==> src/hdl/msg_port_pkg.sv <==
// Purpose: Shared constants and types for the message coprocessor local port
// Assumes: 32-bit host data path, word-indexed register offsets
// Notes: Register index times four gives the byte address
package msg_port_pkg;
  localparam int DATA_W = 32;
  localparam int ADDR_W = 4;
  localparam int LANES = DATA_W / 8;
  localparam int COUNT_W = 16;
  localparam int DUTY_W = 8;
  // Register indices on the low word address lines
  localparam logic [ADDR_W-1:0] REG_STATUS = 4'h0;
  localparam logic [ADDR_W-1:0] REG_CONTROL = 4'h1;
  localparam logic [ADDR_W-1:0] REG_TX_DATA = 4'h2;
  localparam logic [ADDR_W-1:0] REG_RX_DATA = 4'h3;
  localparam logic [ADDR_W-1:0] REG_DMA_COUNT = 4'h4;
  localparam logic [ADDR_W-1:0] REG_THROTTLE = 4'h5;
  localparam logic [ADDR_W-1:0] REG_TX_LAST = 4'h6;
  // Status register bits
  localparam int ST_TX_DONE = 0;
  localparam int ST_RX_DONE = 1;
  localparam int ST_TX_IE = 2;
  localparam int ST_RX_IE = 3;
  localparam int ST_TX_SPACE = 4;
  localparam int ST_RX_AVAIL = 5;
  localparam int ST_OVERRUN = 6;
  // Control register bits
  localparam int CT_WIDTH_LSB = 0;
  localparam int CT_DMA_DIR = 2;
  localparam logic [1:0] WIDTH_RESET = 2'h3;
  localparam logic [COUNT_W-1:0] COUNT_ONE = 16'h0001;
  // Idle unit of the sender throttle
  localparam int CLK_PERIOD_NS = 8;
  localparam int IDLE_UNIT_NS = 64;
  localparam int IDLE_UNIT_CYCLES = (IDLE_UNIT_NS + CLK_PERIOD_NS - 1) / CLK_PERIOD_NS;
  typedef struct packed {
    logic [DATA_W-1:0] data;
    logic last;
  } msg_word_t;
  typedef enum logic [1:0] {
    DMA_IDLE = 2'b00,
    DMA_IN = 2'b01,
    DMA_OUT = 2'b10
  } dma_state_t;
endpackage

==> src/hdl/msg_word_buf.sv <==
// Purpose: Small valid/ready buffer for message words
// Assumes: Depth is a power of two
// Notes: Full and empty are flops so ready and valid leave straight from registers
`timescale 1ns/1ps
`default_nettype none
module msg_word_buf
  import msg_port_pkg::*;
#(
  parameter int DEPTH = 2
)
(
  input wire logic clk,
  input wire logic rst_n,
  input wire msg_word_t in_word,
  input wire logic in_valid,
  output logic in_ready,
  output msg_word_t out_word,
  output logic out_valid,
  input wire logic out_ready
);
  localparam int PW = $clog2(DEPTH);
  initial
  begin
    if (DEPTH < 2 || (DEPTH & (DEPTH - 1)) != 0)
      $error("msg_word_buf: DEPTH must be a power of two of at least 2");
  end
  msg_word_t mem [DEPTH];
  logic [PW-1:0] wr_ptr;
  logic [PW-1:0] rd_ptr;
  logic [PW:0] count;
  logic push;
  logic pop;
  logic [PW:0] next_count;
  assign push = in_valid & in_ready;
  assign pop = out_valid & out_ready;
  assign out_word = mem[rd_ptr];
  always_comb
  begin
    next_count = count;
    if (push && !pop)
      next_count = count + 1'b1;
    else if (pop && !push)
      next_count = count - 1'b1;
  end
  always_ff @(posedge clk)
  begin
    if (push)
      mem[wr_ptr] <= in_word;
  end
  always_ff @(posedge clk)
  begin
    if (!rst_n)
    begin
      wr_ptr <= '0;
      rd_ptr <= '0;
      count <= '0;
      in_ready <= 1'b0;
      out_valid <= 1'b0;
    end
    else
    begin
      wr_ptr <= wr_ptr + PW'(push);
      rd_ptr <= rd_ptr + PW'(pop);
      count <= next_count;
      in_ready <= (next_count != (PW+1)'(DEPTH));
      out_valid <= (next_count != '0);
    end
  end
endmodule // msg_word_buf
`default_nettype wire

==> src/hdl/msg_throttle.sv <==
// Purpose: Idle gap timer between outgoing messages
// Assumes: start is a one-cycle pulse at the end of each message
// Notes: Gap is duty units long; duty of zero means no gap
`timescale 1ns/1ps
`default_nettype none
module msg_throttle
  import msg_port_pkg::*;
#(
  parameter int UNIT_CYCLES = IDLE_UNIT_CYCLES
)
(
  input wire logic clk,
  input wire logic rst_n,
  input wire logic start,
  input wire logic [DUTY_W-1:0] duty,
  output logic idle
);
  localparam int CW = DUTY_W + $clog2(UNIT_CYCLES + 1) + 1;
  initial
  begin
    if (UNIT_CYCLES < 1)
      $error("msg_throttle: UNIT_CYCLES must be at least 1");
  end
  logic [CW-1:0] remain;
  always_ff @(posedge clk)
  begin
    if (!rst_n)
    begin
      remain <= '0;
      idle <= 1'b0;
    end
    else if (start && duty != '0)
    begin
      remain <= CW'(duty * UNIT_CYCLES - 1);
      idle <= 1'b1;
    end
    else if (remain != '0)
      remain <= remain - 1'b1;
    else
      idle <= 1'b0;
  end
  property p_gap_starts;
    @(posedge clk) disable iff (!rst_n)
    start && duty != '0 |=> idle;
  endproperty
  a_gap_starts: assert property (p_gap_starts) else $error("idle gap not held after message"); // RULE13
endmodule // msg_throttle
`default_nettype wire

==> src/hdl/msg_local_port.sv <==
// Purpose: Local processor port of a message passing bus controller
// Assumes: External decode drives reg_select; clk is the local bus clock
// Notes: DMA strobes are recognised by an active acknowledge, not by address
// Notes on behaviour
// RULE1: Outside decoder classifies accesses from upper address, cycle type and lock.
// RULE2: Low word address lines arrive undecoded, timed by the host.
// RULE3: Byte enables and data lines connect straight through, no logic between.
// RULE4: Port serves hosts of 8, 16, 24 or 32 bit data width.
// RULE5: Without DMA, host treats transfer requests as interrupts and block-moves data.
// RULE6: Transmit-complete flag sets when a solicited message was sent.
// RULE7: Receive-complete flag sets when a solicited message was received.
// RULE8: With its enable set, a completion raises the message interrupt.
// RULE9: Inbound request for link-to-local data, outbound request for the reverse.
// RULE10: DMA controller wins the local bus, then acknowledges before moving data.
// RULE11: A DMA request stays high until the whole operation ends.
// RULE12: Acknowledge may gap; data moves only while acknowledge is active.
// RULE13: Receiver hands a duty parameter; sender idles between messages accordingly.
// RULE14: A burst-capable DMA controller is the efficient choice.
// RULE15: Interrupt drops when its flag or its enable is cleared.
//
// The placing of the registers and the address-and-strobe port were decided locally.
`timescale 1ns/1ps
`default_nettype none
module msg_local_port
  import msg_port_pkg::*;
#(
  parameter int BUF_DEPTH = 2,
  parameter int UNIT_CYCLES = IDLE_UNIT_CYCLES
)
(
  input wire logic clk,
  input wire logic rst_n,
  input wire logic reg_select,
  input wire logic [ADDR_W-1:0] low_word_address,
  input wire logic [LANES-1:0] byte_enable,
  input wire logic [DATA_W-1:0] write_data,
  input wire logic write_strobe,
  input wire logic read_strobe,
  output logic [DATA_W-1:0] read_data,
  output logic inbound_xfer_request,
  output logic outbound_xfer_request,
  input wire logic inbound_xfer_ack_n,
  input wire logic outbound_xfer_ack_n,
  output logic message_irq,
  output msg_word_t tx_word,
  output logic tx_valid,
  input wire logic tx_ready,
  input wire logic tx_sent,
  input wire msg_word_t rx_word,
  input wire logic rx_valid,
  output logic rx_ready,
  output logic [DUTY_W-1:0] duty_to_sender,
  input wire logic [DUTY_W-1:0] duty_from_receiver
);
  initial
  begin
    if (DATA_W != 32 || BUF_DEPTH < 2)
      $error("msg_local_port: unsupported data width or buffer depth");
  end
  // True when the access touches the highest lane of the configured host width
  function automatic logic top_lane_hit(input logic [LANES-1:0] be, input logic [1:0] w);
    top_lane_hit = be[w];
  endfunction
  logic solicited_tx_done;
  logic solicited_rx_done;
  logic tx_done_irq_enable;
  logic rx_done_irq_enable;
  logic overrun;
  logic [1:0] host_width;
  logic dma_dir_out;
  logic [COUNT_W-1:0] dma_count;
  dma_state_t dma_state;
  dma_state_t next_dma_state;
  logic [DATA_W-1:0] tx_asm;
  logic [DATA_W-1:0] next_tx_asm;
  msg_word_t push_word;
  logic push_valid;
  logic push_ready;
  msg_word_t txb_word;
  logic txb_valid;
  logic txb_pop;
  msg_word_t rxb_word;
  logic rxb_valid;
  logic rx_pop;
  logic idle;
  logic in_ack;
  logic out_ack;
  logic host_wr;
  logic host_rd;
  logic dma_wr;
  logic dma_rd;
  logic tx_data_wr;
  logic [DATA_W-1:0] status_view;
  // An acknowledge and the matching DMA state qualify a DMA strobe; address is not used
  assign in_ack = ~inbound_xfer_ack_n;
  assign out_ack = ~outbound_xfer_ack_n;
  assign dma_wr = write_strobe & out_ack & (dma_state == DMA_OUT); // RULE12
  assign dma_rd = read_strobe & in_ack & (dma_state == DMA_IN); // RULE12
  assign host_wr = write_strobe & reg_select & ~out_ack;
  assign host_rd = read_strobe & reg_select & ~in_ack;
  assign tx_data_wr = host_wr & (low_word_address == REG_TX_DATA
    || low_word_address == REG_TX_LAST); // RULE2
  // Narrow hosts fill the word lane by lane; the top lane completes it
  always_comb
  begin
    next_tx_asm = tx_asm;
    for (int i = 0; i < LANES; i++)
      if (byte_enable[i])
        next_tx_asm[i*8 +: 8] = write_data[i*8 +: 8]; // RULE4
  end
  assign push_word.data = next_tx_asm; // RULE3
  assign push_word.last = dma_wr ? (dma_count == COUNT_ONE)
    : (low_word_address == REG_TX_LAST);
  assign push_valid = (tx_data_wr | dma_wr) & top_lane_hit(byte_enable, host_width); // RULE4
  assign rx_pop = rxb_valid & (dma_rd
    | (host_rd & low_word_address == REG_RX_DATA & top_lane_hit(byte_enable, host_width)));
  always_ff @(posedge clk)
  begin
    if (!rst_n)
      tx_asm <= '0;
    else if (tx_data_wr | dma_wr)
      tx_asm <= next_tx_asm;
  end
  // Completion flags: hardware set wins over a software clear in the same cycle
  always_ff @(posedge clk)
  begin
    if (!rst_n)
    begin
      solicited_tx_done <= 1'b0;
      solicited_rx_done <= 1'b0;
      overrun <= 1'b0;
    end
    else
    begin
      if (tx_sent)
        solicited_tx_done <= 1'b1; // RULE6
      else if (host_wr && low_word_address == REG_STATUS && write_data[ST_TX_DONE])
        solicited_tx_done <= 1'b0; // RULE15
      if (rx_pop && rxb_word.last)
        solicited_rx_done <= 1'b1; // RULE7
      else if (host_wr && low_word_address == REG_STATUS && write_data[ST_RX_DONE])
        solicited_rx_done <= 1'b0; // RULE15
      if (push_valid && !push_ready)
        overrun <= 1'b1;
      else if (host_wr && low_word_address == REG_STATUS && write_data[ST_OVERRUN])
        overrun <= 1'b0;
    end
  end
  always_ff @(posedge clk)
  begin
    if (!rst_n)
    begin
      tx_done_irq_enable <= 1'b0;
      rx_done_irq_enable <= 1'b0;
      host_width <= WIDTH_RESET;
      dma_dir_out <= 1'b0;
      duty_to_sender <= '0;
    end
    else if (host_wr)
    begin
      if (low_word_address == REG_STATUS)
      begin
        tx_done_irq_enable <= write_data[ST_TX_IE];
        rx_done_irq_enable <= write_data[ST_RX_IE];
      end
      if (low_word_address == REG_CONTROL)
      begin
        host_width <= write_data[CT_WIDTH_LSB +: 2];
        dma_dir_out <= write_data[CT_DMA_DIR];
      end
      if (low_word_address == REG_THROTTLE)
        duty_to_sender <= write_data[DUTY_W-1:0]; // RULE13
    end
  end
  always_ff @(posedge clk)
  begin
    if (!rst_n)
      message_irq <= 1'b0;
    else
      message_irq <= (solicited_tx_done & tx_done_irq_enable)
        | (solicited_rx_done & rx_done_irq_enable); // RULE8 RULE15
  end
  // DMA operation: writing a nonzero count starts it, the last word ends it
  always_comb
  begin
    next_dma_state = dma_state;
    unique case (dma_state)
      DMA_IDLE:
        if (host_wr && low_word_address == REG_DMA_COUNT && write_data[COUNT_W-1:0] != '0)
          next_dma_state = dma_dir_out ? DMA_OUT : DMA_IN; // RULE9
      DMA_IN:
        if (dma_rd && rx_pop && dma_count == COUNT_ONE)
          next_dma_state = DMA_IDLE; // RULE11
      DMA_OUT:
        if (dma_wr && push_valid && push_ready && dma_count == COUNT_ONE)
          next_dma_state = DMA_IDLE; // RULE11
      default:
        next_dma_state = DMA_IDLE;
    endcase
  end
  always_ff @(posedge clk)
  begin
    if (!rst_n)
    begin
      dma_state <= DMA_IDLE;
      dma_count <= '0;
      inbound_xfer_request <= 1'b0;
      outbound_xfer_request <= 1'b0;
    end
    else
    begin
      dma_state <= next_dma_state;
      inbound_xfer_request <= (next_dma_state == DMA_IN); // RULE9 RULE11
      outbound_xfer_request <= (next_dma_state == DMA_OUT); // RULE9 RULE11
      if (dma_state == DMA_IDLE && host_wr && low_word_address == REG_DMA_COUNT)
        dma_count <= write_data[COUNT_W-1:0];
      else if ((dma_rd && rx_pop)
        || (dma_wr && push_valid && push_ready))
        dma_count <= dma_count - COUNT_ONE; // RULE12
    end
  end
  // Transmit buffer; a full buffer drops the word and flags overrun
  msg_word_buf #(.DEPTH(BUF_DEPTH)) u_tx_buf (
    .clk(clk),
    .rst_n(rst_n),
    .in_word(push_word),
    .in_valid(push_valid),
    .in_ready(push_ready),
    .out_word(txb_word),
    .out_valid(txb_valid),
    .out_ready(txb_pop)
  );
  // Output stage is a flop so the throttle never exposes a word during the gap
  assign txb_pop = txb_valid & ~idle & (~tx_valid | (tx_ready & ~tx_word.last)); // RULE13
  always_ff @(posedge clk)
  begin
    if (!rst_n)
    begin
      tx_valid <= 1'b0;
      tx_word <= '0;
    end
    else if (txb_pop)
    begin
      tx_valid <= 1'b1;
      tx_word <= txb_word;
    end
    else if (tx_ready)
      tx_valid <= 1'b0;
  end
  msg_throttle #(.UNIT_CYCLES(UNIT_CYCLES)) u_throttle (
    .clk(clk),
    .rst_n(rst_n),
    .start(tx_valid & tx_ready & tx_word.last),
    .duty(duty_from_receiver),
    .idle(idle)
  );
  msg_word_buf #(.DEPTH(BUF_DEPTH)) u_rx_buf (
    .clk(clk),
    .rst_n(rst_n),
    .in_word(rx_word),
    .in_valid(rx_valid),
    .in_ready(rx_ready),
    .out_word(rxb_word),
    .out_valid(rxb_valid),
    .out_ready(rx_pop)
  );
  always_comb
  begin
    status_view = '0;
    status_view[ST_TX_DONE] = solicited_tx_done;
    status_view[ST_RX_DONE] = solicited_rx_done;
    status_view[ST_TX_IE] = tx_done_irq_enable;
    status_view[ST_RX_IE] = rx_done_irq_enable;
    status_view[ST_TX_SPACE] = push_ready;
    status_view[ST_RX_AVAIL] = rxb_valid;
    status_view[ST_OVERRUN] = overrun;
  end
  // Read data stands one cycle; unmapped indices read zero
  always_ff @(posedge clk)
  begin
    if (!rst_n)
      read_data <= '0;
    else if (dma_rd)
      read_data <= rxb_word.data;
    else if (host_rd)
    begin
      unique case (low_word_address)
        REG_STATUS: read_data <= status_view;
        REG_CONTROL: read_data <= DATA_W'({dma_dir_out, host_width});
        REG_RX_DATA: read_data <= rxb_word.data;
        REG_DMA_COUNT: read_data <= DATA_W'(dma_count);
        REG_THROTTLE: read_data <= DATA_W'(duty_to_sender);
        default: read_data <= '0;
      endcase
    end
    else
      read_data <= '0;
  end
  property p_tx_done_set;
    @(posedge clk) disable iff (!rst_n)
    tx_sent |=> solicited_tx_done;
  endproperty
  a_tx_done_set: assert property (p_tx_done_set) else $error("tx done not set"); // RULE6
  property p_rx_done_set;
    @(posedge clk) disable iff (!rst_n)
    rx_pop && rxb_word.last |=> solicited_rx_done;
  endproperty
  a_rx_done_set: assert property (p_rx_done_set) else $error("rx done not set"); // RULE7
  property p_irq_raise;
    @(posedge clk) disable iff (!rst_n)
    solicited_tx_done && tx_done_irq_enable |=> message_irq;
  endproperty
  a_irq_raise: assert property (p_irq_raise) else $error("irq missing"); // RULE8
  property p_irq_drop;
    @(posedge clk) disable iff (!rst_n)
    !(solicited_tx_done && tx_done_irq_enable) && !(solicited_rx_done && rx_done_irq_enable)
      |=> !message_irq;
  endproperty
  a_irq_drop: assert property (p_irq_drop) else $error("irq stuck"); // RULE15
  property p_dir_exclusive;
    @(posedge clk) disable iff (!rst_n)
    !(inbound_xfer_request && outbound_xfer_request);
  endproperty
  a_dir_exclusive: assert property (p_dir_exclusive) else $error("both requests"); // RULE9
  property p_req_held;
    @(posedge clk) disable iff (!rst_n)
    outbound_xfer_request && dma_count > COUNT_ONE |=> outbound_xfer_request;
  endproperty
  a_req_held: assert property (p_req_held) else $error("request dropped early"); // RULE11
  property p_no_ack_no_move;
    @(posedge clk) disable iff (!rst_n)
    dma_state != DMA_IDLE && inbound_xfer_ack_n && outbound_xfer_ack_n |=> $stable(dma_count);
  endproperty
  a_no_ack_no_move: assert property (p_no_ack_no_move) else $error("moved without ack"); // RULE12
  property p_no_send_idle;
    @(posedge clk) disable iff (!rst_n)
    idle && !tx_valid |=> !tx_valid;
  endproperty
  a_no_send_idle: assert property (p_no_send_idle) else $error("sent during gap"); // RULE13
endmodule // msg_local_port
`default_nettype wire

==> config.mk <==
export PLATFORM = sky130hd
export DESIGN_NAME = msg_local_port
export DESIGN_NICKNAME = d
export VERILOG_FILES = /design/src/hdl/msg_port_pkg.sv /design/src/hdl/msg_word_buf.sv /design/src/hdl/msg_throttle.sv /design/src/hdl/msg_local_port.sv
export SDC_FILE = /design/constraint.sdc
export NUM_CORES = 1
export LEC_CHECK = 0
export BUFFER_PORTS_ARGS = -buffer_cell sky130_fd_sc_hd__buf_2
export CAP_MARGIN = 20
export CORE_ASPECT_RATIO = 0.6
export CORE_UTILIZATION = 50
export CTS_BUF_LIST = sky130_fd_sc_hd__clkbuf_8 sky130_fd_sc_hd__clkbuf_16
export CTS_CLUSTER_SIZE = 40
export DETAILED_ROUTE_END_ITERATION = 7
export PLACE_DENSITY = 0.71
export SLEW_MARGIN = 15
export SYNTH_ARGS = -nofsm -noshare
export SYNTH_HDL_FRONTEND = slang
export SYNTH_SLANG_ARGS = --single-unit
export TNS_END_PERCENT = 10
==> constraint.sdc <==
create_clock -name clk -period 2.7 [get_ports clk]
set_input_delay 0.27 -clock clk [delete_from_list [all_inputs] [get_ports clk]]
set_output_delay 0.27 -clock clk [all_outputs]
set_load 0.01 [all_outputs]
==> metrics.csv, run 1 <==
stage,metric,value,unit
status,status,finished clean,
global_route,grt_pass1_wl,42400,um
cts,cts-root-buf,clkbuf_16,
cells_and_area,ff_latch_area,7210,um^2
yosys,syn_inst,952,
cts,ctsResizeCount,0,
routing,drt_wl_total,26900,um
cts,ctsHtreeMaxLevel,1,
yosys,ys_ff_latch,294,
job,cap_viol_max_count,0,
cells_and_area,multi_input_area,4280,um^2
power_and_ir_drop,powerDensity,787,nW/um^2
yosys,synth_nets,1051,
yosys,synth.distinct_cells,64,
power_and_ir_drop,worst_ir_drop_vdd,0.000407,V
cells_and_area,drive_gt1_frac,0.256,
place,placed_area,13000,um^2
yosys,synthFlopType,dfxtp_1,
timing,worst_pin_slew,858,ps
routing,routed-via-count,8073,
worst_setup_path,cp_max_fo,8,
timing,hold_viol,0,
cts,insertion_delay,540,ps
timing,slew_violations,0,
timing,skew,29.3,ps
cells_and_area,mostFrequentLayoutCells,"buf_2 (168), dfxtp_1 (160), nor2_1 (137)",
timing,max-slew-margin-rel,0.428,
yosys,ys_async_sr_fraction,0,
global_route,grt_usage,0.220,
place,hpwl,18000,um
timing,finalCritPeriodShare,0.853,
timing,tns,0,ps
routing,viasPerCell,5.44,
cells_and_area,nNetsFinal,1247,
place,gp_congestion,0.880,
floorplan,fp.dieW,200,um
place,dp_cells,1401,
global_route,gr-total-overflow,0,
cts,cts_tree,done,
yosys,syn_area_per_cell,12.4,um^2
yosys,synth_edf_count,132,
routing,drt_iter0_drc,663,
cts,clk_pin_slew,70,ps
floorplan,pin_count,169,
cells_and_area,fillerInstances,1835,
routing,drcViolationCount,0,
worst_setup_path,start_kind,flop,
place,io_buffers,168,
floorplan,rows,43,
timing,rsz0062_at_grt,false,
routing,post_drt_wl_per_cell,18.1,um
floorplan,start_util,0.510,
cts,cts_buffers,26,
worst_setup_path,required,3080,ps
timing,fmax,434,MHz
power_and_ir_drop,total_power,11.2,mW
global_route,antenna_found_initial,2,
floorplan,dieArea,24200,um^2
cts,post_cts_buffers,0,
routing,antenna_left,0,
timing,post-route-min-period,2300,ps
cts,clockBufferDepth,3,
worst_setup_path,crit_type,reg2reg,
global_route,grt_max_degree,129,
cells_and_area,final-instance-count-excl-fill,1484,
cells_and_area,fin_area,14200,um^2
yosys,synth-seq-area-share,0.612,
floorplan,die_h,121,um
routing,first_pass_iters,5,
cells_and_area,area_delta_synth_final,20.7,%
cells_and_area,final_common_cell,buf_2,
yosys,yosysWarnings,0,
floorplan,fp.coreArea,23100,um^2
worst_setup_path,crit_arrival,2690,ps
power_and_ir_drop,p_leak,5.32,nW
cts,clock-sinks,294,
timing,setup_violations,0,
worst_hold_path,hold_class,in2reg,
yosys,synth_area,11800,um^2
cells_and_area,fin_util,0.616,
cts,hold_buffers,34,
worst_setup_path,end_kind,flop,
global_route,grt_pass1_vias,7644,
==> final timing paths <==
path	start	to	slack, ps	cells after the start
max reg2reg	dma_count[6]$_SDFFE_PN0P_	inbound_xfer_request$_SDFF_PN0_	400	5
max	dma_count[6]$_SDFFE_PN0P_	inbound_xfer_request$_SDFF_PN0_	400	5
min	write_data[12]	dma_count[12]$_SDFFE_PN0P_	40	3
min reg2reg	u_throttle.remain[12]$_SDFFE_PN0P_	u_throttle.remain[12]$_SDFFE_PN0P_	470	1
==> cells in the mapped netlist, types with 7 or more instances <==
master,count,area share
a211oi_1,49,0.031
a21oi_1,21,0.0089
a22oi_1,12,0.0077
a31oi_1,9,0.0048
buf_1,11,0.0035
buf_2,7,0.0030
clkbuf_1,31,0.0099
dfxtp_1,162,0.28
edfxtp_1,132,0.34
ha_1,8,0.0085
inv_1,15,0.0048
mux2_2,45,0.043
mux2i_1,109,0.093
nand2_1,27,0.0086
nand2b_1,11,0.0058
nand3_1,14,0.0060
nand4_1,7,0.0037
nor2_1,137,0.044
nor3_1,10,0.0043
nor4_1,10,0.0053
o21ai_0,8,0.0034
xnor2_1,12,0.0089
xor2_1,13,0.0097
==> power breakdown <==
part / switching (mW) / total (mW) / internal (mW) / leakage, nW
sequential: 0.226 / 5.22 / 5.00 / 2.52
clock: 1.63 / 3.88 / 2.25 / 0.454
combinational: 1.17 / 2.08 / 0.915 / 2.34
==> critical path, cell delays in order, from the launching register on <==
cell	delay, ps
dfxtp_1	360
or3_1	420
nor4_1	560
nand3_1	270
o311ai_1	390
a21oi_1	120
==> kinds of logic after synthesis <==
kind of cell             Yosys count  synth area share
flip-flops                       294             0.612
XOR/XNOR                          25            0.0186
AO/OA/AOI/OAI                    137            0.0828
adder cells (fa/ha/maj)            8           0.00850
buffers and inverters             69            0.0259
AND/OR/NAND/NOR                  261             0.109
multiplexers                     158             0.143
==> per-layer routing <==
layer  GRT usage  part of all wire  vias to the layer above
li1            -                 -                     3906
met1       0.334              0.49                     3879
met2       0.326              0.43                      244
met3      0.0414             0.060                       42
met4      0.0481             0.018                        2
met5           0           0.00048                        -
==> area by class of cell <==
class / count / share of cell area
multi-input cells: 589 / 0.301
repair buffers: 222 / 0.0954
clock inverters: 16 / 0.0120
well taps: 315 / 0.0277
diodes: 1 / 0.000176
flip-flops and latches: 294 / 0.507
clock buffers: 32 / 0.0524
inverters: 15 / 0.00414
==> registers in the layout, summed over array words and instances, names as in the netlist, 2 cells and up, named ones only <==
name,flops
dma_count,16
u_tx_buf.mem,66
tx_asm,32
dma_state,2
read_data,32
u_rx_buf.count,2
host_width,2
u_tx_buf.count,2
u_rx_buf.mem,66
duty_to_sender,8
tx_word,33
u_throttle.remain,13
==> per-stage QoR <==
| step | hold WS, ps | worst slack, ps |
|---|---|---|
| after floorplan | 369 | 234 |
| after global placement | 440 | 453 |
| after detailed placement | 446 | 434 |
| after CTS | 11.7 | 436 |
| after global routing | 52.4 | 279 |
| final | 36.3 | 397 |
(Power assumes the default switching activity.)
==> run 2, diff against run 1 <==
- RECOVER_POWER: unset -> 100
==> run 2 against run 1 <==
Cell area down 1.2%. Critical path type unchanged. Register-to-register slack worse by 140 ps. Worst hold slack worse by 0.78 ps. Non-clock buffer count unchanged. Largest cell class unchanged.
==> metrics.csv, run 2 (same netlist as run 1, synthesis figures left out) <==
stage,metric,value,unit,change
place,hpwl,18000,um,unchanged
global_route,grt_pass1_vias,7644,,unchanged
routing,drt_wl_total,26800,um,-0.20%
global_route,antenna_found_initial,2,,unchanged
timing,fmax,410,MHz,-5.7%
status,status,finished clean,,
timing,max-slew-margin-rel,0.130,,-0.298
place,gp_congestion,0.880,,unchanged
cells_and_area,fillerInstances,1906,,+3.9%
cts,insertion_delay,550,ps,about the same
timing,rsz0062_at_grt,false,,
cells_and_area,ff_latch_area,7210,um^2,unchanged
worst_setup_path,rr_worst_depth,5,,unchanged
floorplan,dieArea,24200,um^2,unchanged
cts,clock-sinks,294,,unchanged
cts,post_cts_buffers,0,,unchanged
routing,drcViolationCount,0,,unchanged
worst_setup_path,crit_type,reg2reg,,
floorplan,start_util,0.510,,unchanged
timing,skew,31.3,ps,+1.96 ps
cells_and_area,final_common_cell,dfxtp_1,,
worst_setup_path,cp-endpoint,inbound_xfer_request$_SDFF_PN0_,,
worst_setup_path,reg2reg_setup_slack,260,ps,-140 ps
cells_and_area,biggestRegsByFlops,"u_rx_buf.mem x66, u_tx_buf.mem x66, tx_word x33",,
worst_setup_path,cp_max_fo,8,,unchanged
cells_and_area,drive_gt1_frac,0.140,,-0.116
place,io_buffers,168,,unchanged
timing,worst_pin_slew,1300,ps,+447 ps
cts,clockBufferDepth,3,,unchanged
floorplan,pin_count,169,,unchanged
job,cap_viol_max_count,0,,unchanged
place,dp_slack,434,ps,unchanged
cts,cts_buffers,26,,unchanged
routing,antenna_left,0,,unchanged
worst_setup_path,end_kind,flop,,
timing,slew_violations,0,,unchanged
cts,cts-root-buf,clkbuf_16,,
global_route,grt_max_degree,129,,unchanged
worst_setup_path,start_kind,flop,,
routing,post_drt_wl_per_cell,18.1,um,-0.20%
power_and_ir_drop,worst_ir_drop_vdd,0.000407,V,-0.10%
worst_setup_path,required,3080,ps,about the same
floorplan,rows,43,,unchanged
timing,setup_slack,258,ps,-139 ps
cells_and_area,nNetsFinal,1247,,unchanged
cells_and_area,mostFrequentLayoutCells,"dfxtp_1 (160), nor2_1 (138), edfxtp_1 (132)",,
cells_and_area,multi_input_area,4270,um^2,-0.26%
routing,first_pass_iters,6,,+1
cts,ctsHtreeMaxLevel,1,,unchanged
cts,cts_tree,done,,
timing,hold_viol,0,,unchanged
global_route,gr-total-overflow,0,,unchanged
timing,tns,0,ps,unchanged
power_and_ir_drop,p_leak,4.92,nW,-7.5%
global_route,grt_pass1_wl,42400,um,unchanged
timing,finalCritPeriodShare,0.904,,+0.0513
worst_hold_path,hold_class,in2reg,,
floorplan,die_h,121,um,unchanged
worst_setup_path,crit_arrival,2830,ps,+140 ps
cells_and_area,area_delta_synth_final,19.3,%,
routing,drt_iter0_drc,586,,-12%
timing,setup_violations,0,,unchanged
floorplan,fp.dieW,200,um,unchanged
timing,post-route-min-period,2440,ps,+139 ps
worst_setup_path,critical_path.startpoint,dma_count[6]$_SDFFE_PN0P_,,
floorplan,fp.coreArea,23100,um^2,unchanged
global_route,grt_usage,0.220,,unchanged
timing,fin_hold_ws,35.5,ps,-0.782 ps
worst_setup_path,reg2reg_to,inbound_xfer_request$_SDFF_PN0_,,
routing,viasPerCell,5.47,,+0.58%
routing,routed-via-count,8120,,+0.58%
worst_setup_path,reg2reg_from,dma_count[6]$_SDFFE_PN0P_,,
cts,clk_pin_slew,70,ps,about the same
power_and_ir_drop,powerDensity,792,nW/um^2,+0.68%
run 2: cell count changes in the layout (fill, tap and decap cells not counted), sizes merged:
cell,delta
buf,-109
clkbuf,+109
run 2: metal layers:
layer	track usage	up-vias	part of all wire
li1	-	3908	-
met1	0.334	3896	0.49
met2	0.326	266	0.43
met3	0.0414	48	0.059
met4	0.0481	2	0.018
met5	0	-	0.00048
run 2: per-stage QoR:
stage	utilization	power, mW	instance area [um^2]	std cells
finish	0.609	11.1	14000	1484
CTS	0.616	11.3	14200	1483
global route	0.608	11.6	14000	1483
global placement	0.561	7.31	13000	1401
detailed placement	0.561	7.36	13000	1401
floorplan	-	6.70	11800	952
run 2: worst min-delay path by stage:
stage | startpoint | endpoint | slack [ps] | cells past startpoint
2_1_floorplan | rx_word[0] | u_rx_buf.mem[0][0]$_DFFE_PP_ | 370 | 0
3_3_place_gp | u_throttle.idle$_SDFFE_PN0P_ | u_throttle.idle$_SDFFE_PN0P_ | 440 | 2
3_5_place_dp | u_throttle.idle$_SDFFE_PN0P_ | u_throttle.idle$_SDFFE_PN0P_ | 450 | 2
4_1_cts | write_data[12] | dma_count[12]$_SDFFE_PN0P_ | 10 | 3
5_1_grt | write_data[12] | dma_count[12]$_SDFFE_PN0P_ | 50 | 3
6_report | write_data[12] | dma_count[12]$_SDFFE_PN0P_ | 40 | 3
run 2: worst max-delay path, stage by stage, from the launching register on:
cell and delay (ps):
dfxtp_1 360, or3_1 420, nor4_1 590, nand3_1 280, o311ai_0 480, a21oi_1 140
run 2: report_power, final:
group | internal [mW] | switching [mW] | leakage, nW
logic | 0.842 | 1.16 | 1.94
registers | 5.00 | 0.233 | 2.52
clock network | 2.25 | 1.63 | 0.454
run 2: area by class of cell:
type                    instances  area share
flip-flops and latches        294       0.513
repair buffers                222      0.0853
inverters                      15     0.00419
clock inverters                16      0.0121
diodes                          1    0.000178
multi-input cells             589       0.304
well taps                     315      0.0281
clock buffers                  32      0.0530
run 2: repair_timing:
| action | CTS | global route |
|---|---|---|
| hold endpoints to repair | 67 | 0 |
| resized for setup | 0 | 0 |
| hold buffers | 34 | 0 |
==> run 3, diff against run 2 <==
- CORE_UTILIZATION: 50 -> 25
- PLACE_DENSITY: 0.71 -> unset
- RECOVER_POWER: 100 -> 25
==> run 3 against run 2 <==
Total power is 6.6% higher. Sequential share of layout area is 2.8 points lower. Clock skew is 6.6 ps lower. Largest power group unchanged. Core utilization is 29 points lower. Die area is 98% higher. Non-clock buffer count is 9 higher. Register-to-register slack better by 180 ps. Cell area is 5.8% higher. Worst hold slack worse by 1.3 ps. Via count is 0.15% higher. Flip-flop and latch count stayed put.
==> metrics.csv, run 3 (same netlist as run 1, synthesis figures left out) <==
stage,metric,value,unit,change
routing,first_pass_iters,4,,-2
timing,skew,24.7,ps,-6.62 ps
global_route,grt_max_degree,57,,-56%
place,placed_area,13400,um^2,+3.6%
cells_and_area,area_delta_synth_final,26.2,%,
global_route,grt_use_met2,0.204,,-0.122
cts,cts_tree,done,,
routing,drt_wl_total,30900,um,+15%
cts,cts_buffers,31,,+19%
power_and_ir_drop,p_int,8.62,mW,+6.5%
worst_setup_path,crit_type,reg2reg,,
worst_setup_path,end_kind,flop,,
global_route,grt.met1_usage,0.168,,-0.166
global_route,grtUsageMet3,0.0319,,-0.00950
routing,post_drt_wl_per_cell,17.0,um,-6.0%
timing,hold_viol,0,,unchanged
timing,fmax,441,MHz,+7.7%
cells_and_area,final_common_cell,dfxtp_1,,
power_and_ir_drop,total_power,11.9,mW,+6.6%
routing,routed-via-count,8132,,+0.15%
cts,clockBufferDepth,3,,unchanged
worst_setup_path,required,3150,ps,+70 ps
routing,antenna_left,0,,unchanged
timing,max-slew-margin-rel,0.529,,+0.399
worst_setup_path,start_kind,flop,,
floorplan,fp.dieW,282,um,+41%
job,cap_viol_max_count,0,,unchanged
timing,tns,0,ps,unchanged
timing,worst_pin_slew,707,ps,-598 ps
cts,cts-root-buf,clkbuf_16,,
floorplan,start_util,0.254,,-0.256
global_route,antenna_found_initial,5,,+3
cts,clk_pin_slew,60,ps,about the same
cells_and_area,final-instance-count-excl-fill,1818,,+23%
global_route,grt_pass1_vias,7752,,+1.4%
routing,viasPerCell,4.47,,-18%
place,gp_congestion,0.782,,-11%
timing,finalCritPeriodShare,0.839,,-0.0649
worst_setup_path,cp_max_fo,8,,unchanged
global_route,gr-max-usage-layer,met2,,
cells_and_area,drive_gt1_frac,0.225,,+0.0856
place,io_buffers,168,,unchanged
routing,drt_iter0_drc,467,,-20%
floorplan,rows,61,,+42%
worst_setup_path,crit_arrival,2720,ps,-110 ps
power_and_ir_drop,clock_power_share,0.380,,+0.031
routing,drcViolationCount,0,,unchanged
cts,clock-sinks,294,,unchanged
cells_and_area,nNetsFinal,1261,,+1.1%
place,dp_cells,1722,,+23%
cells_and_area,fin_area,14900,um^2,+5.8%
cells_and_area,fin_util,0.320,,-0.288
cts,ctsHtreeMaxLevel,1,,unchanged
power_and_ir_drop,share_seq_of_total_power,0.444,,-0.026
power_and_ir_drop,powerDensity,798,nW/um^2,+0.72%
timing,post-route-min-period,2270,ps,-175 ps
cts,insertion_delay,570,ps,+20 ps
global_route,grt_usage,0.126,,-0.0950
place,dp_slack,394,ps,-40.2 ps
power_and_ir_drop,p_sw,3.24,mW,+6.8%
worst_hold_path,hold_class,in2reg,,
global_route,grt_pass1_wl,46200,um,+9.1%
cells_and_area,mostFrequentLayoutCells,"dfxtp_1 (160), buf_2 (145), nor2_1 (137)",,
floorplan,die_h,170,um,+41%
cells_and_area,biggestRegsByFlops,"u_rx_buf.mem x66, u_tx_buf.mem x66, tx_word x33",,
power_and_ir_drop,p_comb_frac,0.176,,-0.004
floorplan,fp.coreArea,46400,um^2,+100%
power_and_ir_drop,p_leak,5.42,nW,+10%
timing,slew_violations,0,,unchanged
timing,setup_violations,0,,unchanged
timing,setup_slack,434,ps,+175 ps
timing,fin_hold_ws,34.1,ps,-1.34 ps
power_and_ir_drop,p_sw_frac,0.273,,+0.000597
timing,rsz0062_at_grt,false,,
place,hpwl,21500,um,+20%
floorplan,dieArea,48000,um^2,+98%
floorplan,pin_count,169,,unchanged
global_route,gr-total-overflow,0,,unchanged
power_and_ir_drop,worst_ir_drop_vdd,0.000433,V,+6.6%
status,status,finished clean,,
-- run 3: changes by cell type in the layout (fill, tap and decap cells not counted), moves of 4 or more --
cell,delta
clkbuf_1,-83
inv_1,+4
buf_4,+9
clkbuf_16,+5
buf_2,+80
-- run 3: final cells by class --
| cell class | count | area (um^2) |
|---|---|---|
| sequential | 294 | 7210 |
| inverter | 15 | 58.8 |
| clock inverter | 22 | 243 |
| timing repair buffer | 231 | 1430 |
| multi-input combinational | 589 | 4280 |
| clock buffer | 35 | 842 |
| tap | 630 | 788 |
| fill | 4764 | 31500 |
| antenna | 2 | 5.00 |
-- run 3: metal layers --
metal	share of wire	wire length [um]
met1	0.47	14500
met2	0.47	14400
met3	0.049	1510
met4	0.015	473
met5	0.00074	23
-- run 3: power groups by stage --
stage / Sequential, mW / Combinational (mW) / Clock [mW]
2_1_floorplan: 5.36 / 1.34 / 0
3_3_place_gp: 5.35 / 2.02 / 0
3_5_place_dp: 5.36 / 2.06 / 0
4_1_cts: 5.27 / 2.11 / 4.64
5_1_grt: 5.31 / 2.31 / 4.81
6_report: 5.26 / 2.08 / 4.51
-- run 3: worst paths after layout --
kind	slack, ps	cells after the start	startpoint	endpoint
min reg2reg	450	2	u_throttle.idle$_SDFFE_PN0P_	u_throttle.idle$_SDFFE_PN0P_
max reg2reg	430	5	dma_count[6]$_SDFFE_PN0P_	inbound_xfer_request$_SDFF_PN0_
max	430	5	dma_count[6]$_SDFFE_PN0P_	inbound_xfer_request$_SDFF_PN0_
min	30	3	write_data[12]	dma_count[12]$_SDFFE_PN0P_
-- run 3: what timing repair did --
item | CTS | global route
gates resized for setup | 0 | 0
setup endpoints to repair | 0 | 0
hold buffers | 37 | 0
endpoints found under the hold margin | 71 | 0
setup buffers | 0 | 0
-- run 3: critical path, stage by stage, from the launching register on --
cell,delay [ps]
dfxtp_1,370
or3_1,420
nor4_1,510
nand3_1,320
o311ai_1,420
a21oi_1,120
